## src/hw/dtr_pkg.sv

```systemverilog
// Package of constants and types for the debug trace and return control block
package dtr_pkg;

    // ------------------------------------------------------------
    // Register map (byte addresses on the Wishbone slave)
    // ------------------------------------------------------------
    localparam logic [3:0]  ADDR_TEMP_ZERO  = 4'h0;
    localparam logic [3:0]  ADDR_TEMP_ONE   = 4'h4;
    localparam logic [3:0]  ADDR_CONTROL    = 4'h8;
    localparam logic [3:0]  ADDR_CMD        = 4'hc;

    // ------------------------------------------------------------
    // Field positions and reset values
    // ------------------------------------------------------------
    localparam int          CTRL_GATE_BIT   = 7;
    localparam int          CTRL_REGSEL_BIT = 5;
    localparam int          CTRL_SWB_BIT    = 4;
    localparam logic [15:0] TEMP_RESET      = 16'h0000;
    localparam logic [7:0]  CTRL_RESET      = 8'h00;
    localparam logic [15:0] DEBUG_VECTOR    = 16'h8010;

    // Debug status codes
    localparam logic [1:0]  ST_NONDEBUG     = 2'h0;
    localparam logic [1:0]  ST_IDLE         = 2'h1;
    localparam logic [1:0]  ST_BUSY         = 2'h2;
    localparam logic [1:0]  ST_VALID        = 2'h3;

    // Command codes reflected to ROM code
    localparam logic [3:0]  CMD_NONE        = 4'h0;
    localparam logic [3:0]  CMD_REG_MAP     = 4'h1;
    localparam logic [3:0]  CMD_DATA_READ   = 4'h2;
    localparam logic [3:0]  CMD_STACK_READ  = 4'h3;
    localparam logic [3:0]  CMD_REG_WRITE   = 4'h4;
    localparam logic [3:0]  CMD_DATA_WRITE  = 4'h5;
    localparam logic [3:0]  CMD_UNLOCK      = 4'h8;
    localparam logic [3:0]  CMD_REG_READ    = 4'h9;

    // Host command kinds
    typedef enum logic [1:0] {
        DTR_HOST_NONE   = 2'b00,
        DTR_HOST_SVC    = 2'b01,
        DTR_HOST_TRACE  = 2'b10,
        DTR_HOST_RETURN = 2'b11
    } dtr_host_t;

    // Engine states
    typedef enum logic [2:0] {
        DTR_BACKGROUND  = 3'b000,
        DTR_IDLE        = 3'b001,
        DTR_TR_POP      = 3'b010,
        DTR_TR_EXEC     = 3'b011,
        DTR_TR_PUSH     = 3'b100,
        DTR_RET_POP     = 3'b101,
        DTR_RET_GO      = 3'b110
    } dtr_state_t;

    // Host command carrier
    typedef struct packed {
        logic       valid;
        dtr_host_t  kind;
        logic [3:0] code;
    } dtr_hcmd_t;

    // Stack request carrier toward the CPU
    typedef struct packed {
        logic        push;
        logic        pop;
        logic [15:0] data;
    } dtr_stack_t;

    // Wishbone request carrier
    typedef struct packed {
        logic        cyc;
        logic        stb;
        logic        we;
        logic [3:0]  sel;
        logic [3:0]  adr;
        logic [31:0] dat;
    } dtr_wb_req_t;

    // Command code must be a documented one
    function automatic logic dtr_code_ok(input logic [3:0] c);
        return (c <= CMD_DATA_WRITE) || (c == CMD_UNLOCK) || (c == CMD_REG_READ);
    endfunction

    // Masked pattern compare
    function automatic logic dtr_masked_eq(input logic [15:0] a, input logic [15:0] b,
                                           input logic [15:0] m);
        return ((a ^ b) & m) == 16'h0000;
    endfunction

endpackage

```

## src/hw/dtr_engine.sv

```systemverilog
// Debug engine control for trace, return, breakpoint gating and debug registers
// Notes on behaviour
// RULE1: Trace: busy status, pop return address, restore interrupt enable, fetch it.
// RULE2: After the one instruction, stall CPU, block next fetch, push return address.
// RULE3: Re-entry: save and clear partition bit, pointer 8010h, clear enable, halt, idle.
// RULE4: Pointer advances each step, so pushed address is the next instruction.
// RULE5: Trace refused in system memory when several memory regions are defined.
// RULE6: Return: pop, restore partition bit and enable, resume, nondebug status.
// RULE7: First instruction after return never breaks.
// RULE8: Leaving debug re-enables suspended timer functions.
// RULE9: With switchback enable, debug entry forces divide-by-1 clock.
// RULE10: External reset pin resets engine to background, even from stop mode.
// RULE11: During trace the global interrupt enable keeps the captured entry value.
// RULE12: Pending interrupt may be granted during a trace step.
// RULE13: Traced stop with interrupts enabled still wakes on enabled interrupts.
// RULE14: Debug entry needs one stack slot; full stack overwrites oldest entry.
// RULE15: In debug all counters off except warm-up; its completion switches clock. Here timers also run during the trace step.
// RULE16: System clock stopped between debug commands inside active debug.
// RULE17: Host clocks the test port at most one eighth of system clock.
// RULE18: Temp registers accessible only in background or debug; reset to zero.
// RULE19: Control bit 7 gates breakpoints; changes only from background mode.
// RULE20: Register select bit 5: break 4 on destination address match, gate needed.
// RULE21: Break 5 on destination address and masked data match with debug data.
// RULE22: Command field reflects host command for ROM; other codes reserved.
`timescale 1ns/100ps
module dtr_engine
    import dtr_pkg::*;
(
    input  wire logic        clk_i,
    input  wire logic        rst_i,
    input  wire logic        tlr_i,
    input  wire logic        ext_reset_i,
    input  wire dtr_wb_req_t wb_i,
    output logic [31:0]      wb_dat_o,
    output logic             wb_ack_o,
    input  wire dtr_hcmd_t   hcmd_i,
    input  wire logic        bp_match_i,
    input  wire logic        bg_mode_i,
    input  wire logic        instr_done_i,
    input  wire logic        in_sys_mem_i,
    input  wire logic        multi_region_i,
    input  wire logic [15:0] ip_i,
    input  wire logic [15:0] stack_top_i,
    input  wire logic        global_irq_enable_i,
    input  wire logic        memory_partition_bit_i,
    input  wire logic        power_manage_divide_i,
    input  wire logic        warmup_done_i,
    input  wire logic        dst_write_i,
    input  wire logic [15:0] dst_addr_i,
    input  wire logic [15:0] dst_data_i,
    input  wire logic [15:0] register_address_break_i,
    input  wire logic [15:0] register_pattern_break_i,
    input  wire logic [15:0] debug_match_data_reg_i,
    input  wire logic [15:0] debug_mask_address_reg_i,
    output logic [1:0]       status_o,
    output dtr_stack_t       stack_o,
    output logic             fetch_en_o,
    output logic             cpu_stall_o,
    output logic             ip_load_o,
    output logic [15:0]      ip_load_val_o,
    output logic             global_irq_enable_o,
    output logic             irq_override_o,
    output logic             memory_partition_bit_o,
    output logic             partition_load_o,
    output logic             force_divide_one_o,
    output logic             timers_run_o,
    output logic             sysclk_run_o,
    output logic             clk_switch_o,
    output logic             break_o,
    output logic             trace_refused_o
);

    // ------------------------------------------------------------
    // State and registers
    // ------------------------------------------------------------
    dtr_state_t  state;
    logic [15:0] debug_temp_zero;
    logic [15:0] debug_temp_one;
    logic [7:0]  debug_control;
    logic        saved_irq_en;
    logic        saved_partition;
    logic        skip_first;
    logic        eng_rst;
    logic        in_debug;
    logic        wb_hit;
    logic        reg_break;
    logic        any_break;

    // Engine reset sources
    // RULE10: pin resets engine
    assign eng_rst  = rst_i | tlr_i | ext_reset_i;
    assign in_debug = (state != DTR_BACKGROUND);
    assign wb_hit   = wb_i.cyc & wb_i.stb & ~wb_ack_o;

    // ------------------------------------------------------------
    // Breakpoint qualification
    // ------------------------------------------------------------
    // RULE20: address break
    // RULE21: pattern break
    always_comb
    begin
        reg_break = 1'b0;
        if (debug_control[CTRL_REGSEL_BIT] && dst_write_i)
        begin
            reg_break = (dst_addr_i == register_address_break_i) |
                        ((dst_addr_i == register_pattern_break_i) &
                         dtr_masked_eq(dst_data_i, debug_match_data_reg_i,
                                       debug_mask_address_reg_i));
        end
    end

    // RULE19: gate all breaks
    // RULE7: skip first instruction
    assign any_break = debug_control[CTRL_GATE_BIT] & ~in_debug & ~skip_first &
                       (bp_match_i | reg_break);

    // ------------------------------------------------------------
    // Trace and return sequencer
    // ------------------------------------------------------------
    always_ff @(posedge clk_i)
    begin
        if (eng_rst)
        begin
            state <= DTR_BACKGROUND;
        end
        else
        begin
            unique case (state)
                DTR_BACKGROUND:
                    if (any_break || (hcmd_i.valid && hcmd_i.kind == DTR_HOST_SVC))
                        state <= DTR_IDLE;
                DTR_IDLE:
                    if (hcmd_i.valid && hcmd_i.kind == DTR_HOST_TRACE &&
                        !(in_sys_mem_i && multi_region_i))
                        // RULE5: refuse system trace
                        state <= DTR_TR_POP;
                    else if (hcmd_i.valid && hcmd_i.kind == DTR_HOST_RETURN)
                        state <= DTR_RET_POP;
                DTR_TR_POP:
                    state <= DTR_TR_EXEC;
                DTR_TR_EXEC:
                    // RULE2: stall after one
                    if (instr_done_i)
                        state <= DTR_TR_PUSH;
                DTR_TR_PUSH:
                    state <= DTR_IDLE;
                DTR_RET_POP:
                    state <= DTR_RET_GO;
                DTR_RET_GO:
                    state <= DTR_BACKGROUND;
            endcase
        end
    end

    // Capture entry state of enable and partition bit
    always_ff @(posedge clk_i)
    begin
        if (eng_rst)
        begin
            saved_irq_en    <= 1'b0;
            saved_partition <= 1'b0;
        end
        else if (state == DTR_BACKGROUND && !any_break &&
                 !(hcmd_i.valid && hcmd_i.kind == DTR_HOST_SVC))
        begin
            saved_irq_en    <= global_irq_enable_i;
        end
        else if (state == DTR_TR_PUSH || (state == DTR_BACKGROUND))
        begin
            // RULE3: save partition bit
            saved_partition <= memory_partition_bit_i;
        end
    end

    // First instruction after return carries no break
    always_ff @(posedge clk_i)
    begin
        if (eng_rst)
            skip_first <= 1'b0;
        else if (state == DTR_RET_GO)
            skip_first <= 1'b1;
        else if (instr_done_i)
            skip_first <= 1'b0;
    end

    // Trace refusal flag, one cycle
    always_ff @(posedge clk_i)
    begin
        if (eng_rst)
            trace_refused_o <= 1'b0;
        else
            trace_refused_o <= (state == DTR_IDLE) & hcmd_i.valid &
                               (hcmd_i.kind == DTR_HOST_TRACE) &
                               in_sys_mem_i & multi_region_i;
    end

    // ------------------------------------------------------------
    // Outputs toward the CPU
    // ------------------------------------------------------------
    always_comb
    begin
        status_o = ST_NONDEBUG;
        unique case (state)
            DTR_BACKGROUND: status_o = ST_NONDEBUG;
            // RULE3: idle status
            DTR_IDLE:       status_o = ST_IDLE;
            // RULE1: busy status
            default:        status_o = ST_BUSY;
        endcase
    end

    // RULE1: pop for trace
    // RULE6: pop for return
    // RULE14: push overwrites oldest
    // RULE4: push next address
    always_comb
    begin
        stack_o.pop  = (state == DTR_TR_POP) | (state == DTR_RET_POP);
        stack_o.push = (state == DTR_TR_PUSH) | ((state == DTR_BACKGROUND) & any_break);
        stack_o.data = ip_i;
    end

    // Fetch path: from return address during trace, blocked after
    // RULE2: block next fetch
    assign fetch_en_o    = (state == DTR_BACKGROUND) | (state == DTR_TR_EXEC);
    assign cpu_stall_o   = (state != DTR_BACKGROUND) & (state != DTR_TR_EXEC);
    // RULE3: vector load
    assign ip_load_o     = (state == DTR_TR_POP) | (state == DTR_RET_POP) |
                           (state == DTR_TR_PUSH) | ((state == DTR_BACKGROUND) & any_break);
    assign ip_load_val_o = ((state == DTR_TR_POP) | (state == DTR_RET_POP)) ?
                           stack_top_i : DEBUG_VECTOR;

    // RULE11: keep captured enable
    // RULE12: enable during step
    // RULE13: stop wake allowed
    assign global_irq_enable_o = (state == DTR_TR_EXEC) | (state == DTR_RET_GO) ?
                                 saved_irq_en : 1'b0;
    assign irq_override_o      = in_debug;

    // RULE6: restore partition bit
    assign partition_load_o       = (state == DTR_TR_PUSH) | (state == DTR_RET_GO);
    assign memory_partition_bit_o = (state == DTR_RET_GO) ? saved_partition : 1'b0;

    // RULE9: switchback to divide-by-1
    assign force_divide_one_o = debug_control[CTRL_SWB_BIT] & power_manage_divide_i &
                                (in_debug | any_break);
    // RULE8: timers re-enabled
    // RULE15: counters off in debug except during trace step
    assign timers_run_o = ~in_debug | (state == DTR_TR_EXEC);
    assign clk_switch_o = in_debug & warmup_done_i;
    // RULE16: clock stop between commands
    assign sysclk_run_o = ~(state == DTR_IDLE) | hcmd_i.valid;
    assign break_o      = any_break;

    // ------------------------------------------------------------
    // Register file over Wishbone
    // ------------------------------------------------------------
    // RULE18: temp access gated
    always_ff @(posedge clk_i)
    begin
        if (rst_i | tlr_i)
        begin
            debug_temp_zero <= TEMP_RESET;
            debug_temp_one  <= TEMP_RESET;
        end
        else if (wb_hit && wb_i.we && (bg_mode_i || in_debug))
        begin
            if (wb_i.adr == ADDR_TEMP_ZERO && wb_i.sel[0])
                debug_temp_zero[7:0]  <= wb_i.dat[7:0];
            if (wb_i.adr == ADDR_TEMP_ZERO && wb_i.sel[1])
                debug_temp_zero[15:8] <= wb_i.dat[15:8];
            if (wb_i.adr == ADDR_TEMP_ONE && wb_i.sel[0])
                debug_temp_one[7:0]   <= wb_i.dat[7:0];
            if (wb_i.adr == ADDR_TEMP_ONE && wb_i.sel[1])
                debug_temp_one[15:8]  <= wb_i.dat[15:8];
        end
    end

    // Control bits; command field set by engine only
    // RULE19: change only in background
    // RULE22: reflect command code
    always_ff @(posedge clk_i)
    begin
        if (rst_i | tlr_i)
            debug_control <= CTRL_RESET;
        else
        begin
            if (wb_hit && wb_i.we && wb_i.adr == ADDR_CONTROL && wb_i.sel[0] && bg_mode_i)
                debug_control[7:4] <= wb_i.dat[7:4];
            if (hcmd_i.valid && hcmd_i.kind == DTR_HOST_SVC && dtr_code_ok(hcmd_i.code))
                debug_control[3:0] <= hcmd_i.code;
            else if (state == DTR_RET_GO)
                debug_control[3:0] <= CMD_NONE;
        end
    end

    // Single-wait ack and read data
    always_ff @(posedge clk_i)
    begin
        if (rst_i)
        begin
            wb_ack_o <= 1'b0;
            wb_dat_o <= 32'h0000_0000;
        end
        else
        begin
            wb_ack_o <= wb_hit;
            wb_dat_o <= 32'h0000_0000;
            if (wb_hit && !wb_i.we)
            begin
                unique case (wb_i.adr)
                    ADDR_TEMP_ZERO: wb_dat_o <= (bg_mode_i | in_debug) ?
                                                {16'h0000, debug_temp_zero} : 32'h0000_0000;
                    ADDR_TEMP_ONE:  wb_dat_o <= (bg_mode_i | in_debug) ?
                                                {16'h0000, debug_temp_one} : 32'h0000_0000;
                    ADDR_CONTROL:   wb_dat_o <= {24'h00_0000, debug_control};
                    ADDR_CMD:       wb_dat_o <= {29'h0000_0000, state};
                    default:        wb_dat_o <= 32'h0000_0000;
                endcase
            end
        end
    end

endmodule // dtr_engine

```

## config.mk

```make
export PLATFORM = sky130hd
export DESIGN_NAME = dtr_engine
export DESIGN_NICKNAME = d
export VERILOG_FILES = /design/src/hw/dtr_pkg.sv /design/src/hw/dtr_engine.sv
export SDC_FILE = /design/constraint.sdc
export NUM_CORES = 1
export LEC_CHECK = 0
export BUFFER_PORTS_ARGS = -buffer_cell sky130_fd_sc_hd__buf_2
export CAP_MARGIN = 0
export CELL_PAD_IN_SITES_DETAIL_PLACEMENT = 0
export CELL_PAD_IN_SITES_GLOBAL_PLACEMENT = 1
export CORE_UTILIZATION = 29
export DETAILED_ROUTE_END_ITERATION = 7
export PLACE_DENSITY = 0.89
export SYNTH_ARGS = -nofsm -noshare
export SYNTH_HDL_FRONTEND = slang
export SYNTH_SLANG_ARGS = --single-unit
```

## constraint.sdc

```tcl
create_clock -name clk_i -period 2.6 [get_ports clk_i]
set_clock_uncertainty 0.1 [all_clocks]
set_input_delay 0.13 -clock clk_i [delete_from_list [all_inputs] [get_ports clk_i]]
set_output_delay 0.13 -clock clk_i [all_outputs]
set_load 0.01 [all_outputs]
```

==> results.toml <==
[timing]
relSlewSlack = 0.527
report.final.setup_viol = 0
fin_ws_ns = 0.234
fin_setup_tns_ns = 0
hold_viol_final = 0
worstMarginPinSlew_ns = 0.705
rsz0062_at_grt = "no"
min_period_over_period = 0.910
fmax_mhz = 423
hold-worst-slack_ns = 0.0201
fin_crit_ns = 2.37
drv_slew = 0

[job]
cap_violations = 0

[final_layout]
instances_no_fill = 808
syn2layout_area_growth_pct = 44.3
utilization = 0.427
fin_nets = 823
drive_gt1_frac = 0.395
fillers = 1242
design_area_um2 = 5370
diodes = 0

[power]
pwr-share-seq = 0.375
p_switching_mw = 0.611
powerDensity_nw_per_um2 = 490
p_comb_frac = 0.126
clkPwrFrac = 0.499
p_total_mw = 2.63
swShare = 0.232
p_leak_nw = 2.67
internal-power_mw = 2.02
ir_drop_mv = 0.473

[global_route]
grt-ovfl-total = 0
grt_first_pass_wirelength_mm = 17.5
grt_pass1_vias = 3731
antenna_found_initial = 0
grt_usage = 0.172
grt_max_degree = 41

[clock_tree]
clock-sinks = 64
path_clk_slew_ns = 0.05
cts_tree = "done"
cts.path.max_buffers = 2
htree_levels = 3
clock_latency_ns = 0.33
cts-root-buf = "clkbuf_16"
cts_made_buffers = 9

[synthesis]
async_flop_share = 0
synthCells = 410
synth_top_cell_by_area = "dfxtp_1"
ys_types = 44
synth_top_area_share = 0.344
netlist_top_cells_area = "dfxtp_1 34%, xor2_1 12%, mux2i_1 11%"
ys_warn_count = 0
ys.flop_type = "dfxtp_1"
ys_top_cells_by_count = "64 x dfxtp_1, 55 x nor2_1, 49 x xor2_1"
avgSynthCellArea_um2 = 9.08
synth_edf_count = 0
yosysMostFrequentCell = "dfxtp_1"
synth.ff_latch_count = 64
syn_area_um2 = 3720
seq_area_frac_synth = 0.344

[placed_design]
place_inst = 765
globalplace.congestion = 1.03
dp_slack_ns = 0.443
port_buffers = 207
dp_hpwl_mm = 9.09
place_area_um2 = 4770

[critical_path]
critPathMaxFanout = 10
path_cells = "nor3_4 > nand4_1 > nand3b_4 > nor4_4 > nor2_1 > a21oi_1 > buf_2"
crit_type = "reg -> out"
cp_slowest_cell = "dfxtp_1"
cp-start-kind = "flip-flop"
crit_buf_inv = 1
r2r_setup_slack_ns = 0.58
cp.arrival_ns = 2.14
crit_required_ns = 2.37
r2r-start = "state[0]$_SDFFE_PP0P_"
rr_worst_depth = 8
path_delay_family = "simple AND/OR/NAND/NOR gates"
slowest_delay_ns = 0.43
cp-end-kind = "output pin"
worst_r2r_endpoint = "debug_temp_zero[8]$_SDFFE_PP0P_"

[detailed_routing]
drc = 0
vias_per_cell = 4.58
ant_nets = 0
detailedRoute.firstIterationViolations = 214
firstDrtPassIters = 5
num_vias = 3702
wirelength_mm = 11.5
wl_per_cell_um = 14.3

[floorplan]
die_y_um = 115
io_pins = 274
die_w_um = 115
core_um2 = 12600
die-area_um2 = 13300
start_util = 0.296
rows = 41

[hold_path]
hold_end = "skip_first$_SDFFE_PP0P_"
hold_class = "in -> reg"
worstHoldPathCells = 3
worstHoldStart = "instr_done_i"

[status]
status = "finished clean"
==> sequential cells by signal (all words and copies together) (netlist names) <==
name             flops
trace_refused_o      1
saved_irq_en         1
state                3
saved_partition      1
debug_control        8
wb_ack_o             1
debug_temp_zero     16
skip_first           1
debug_temp_one      16
wb_dat_o            16
==> timing repair <==
action,in CTS,in global routing
resized for setup,0,0
endpoints found under the hold margin,42,0
hold buffers,25,0
setup endpoints to repair,0,1
setup buffers,0,2
==> power by group through the flow <==
stage          Sequential, mW  Combinational, mW  Clock [mW]
2_1_floorplan            1.01              0.167           0
3_5_place_dp             1.01              0.301           0
6_report                0.985              0.332        1.31
4_1_cts                 0.985              0.331        1.34
3_3_place_gp             1.01              0.292           0
5_1_grt                 0.985              0.362        1.38
==> area by class of cell <==
| type | count | area (um^2) | share of cell area |
|---|---|---|---|
| clock inverter | 6 | 92.6 | 0.0172 |
| inverter | 4 | 15.0 | 0.00280 |
| multi-input combinational | 311 | 2170 | 0.404 |
| tap | 172 | 215 | 0.0401 |
| timing repair buffer | 241 | 1350 | 0.252 |
| clock buffer | 10 | 239 | 0.0445 |
| sequential | 64 | 1280 | 0.239 |
==> tightest hold or removal path, stage by stage <==
cell and delay (ns):
buf_2 0.11, nand2b_1 0.10, a21oi_1 0.06
==> kinds of logic after synthesis <==
group           share of synthesized area
other cells                       0.00101
fa+ha+maj                         0.00269
buf+inv                            0.0874
simple gates                        0.251
compound gates                     0.0904
mux                                 0.108
xor+xnor                            0.115
flops                               0.344
==> layer usage <==
| metal | vias to the layer above | global-route usage | part of all wire |
|---|---|---|---|
| met1 | 1723 | 0.194 | 0.43 |
| li1 | 1814 | - | - |
| met2 | 143 | 0.312 | 0.50 |
| met3 | 22 | 0.0401 | 0.056 |
| met4 | 0 | 0.0649 | 0.020 |
| met5 | - | 0 | 0 |
==> cell usage in the layout, fill, tap and decap left out, types with 4 or more instances in the layout <==
cell / n
nand2_1: 25
clkbuf_16: 9
a21oi_1: 7
nor2_1: 55
buf_4: 9
dfxtp_1: 64
dlygate4sd3_1: 25
nand4_1: 4
nand2b_1: 5
a22oi_1: 24
and2_1: 18
o22ai_1: 4
xor2_1: 49
buf_2: 207
conb_1: 16
o21ai_1: 4
mux2i_1: 40
nor4_1: 9
nand3b_1: 9
o21ai_0: 5
nand3_4: 4
==> how the worst max path moves through the flow <==
stage          cells after the start                  start                  to  slack (ns)
3_3_place_gp                       7  state[0]$_SDFFE_PP0P_  force_divide_one_o        0.47
5_1_grt                            7  state[0]$_SDFFE_PP0P_  force_divide_one_o        0.02
4_1_cts                            7  state[0]$_SDFFE_PP0P_  force_divide_one_o        0.08
6_report                           7  state[0]$_SDFFE_PP0P_  force_divide_one_o        0.23
2_1_floorplan                      7  state[0]$_SDFFE_PP0P_  force_divide_one_o        0.86
3_5_place_dp                       7  state[0]$_SDFFE_PP0P_  force_divide_one_o        0.44
Power figures use the tool's default switching activity.
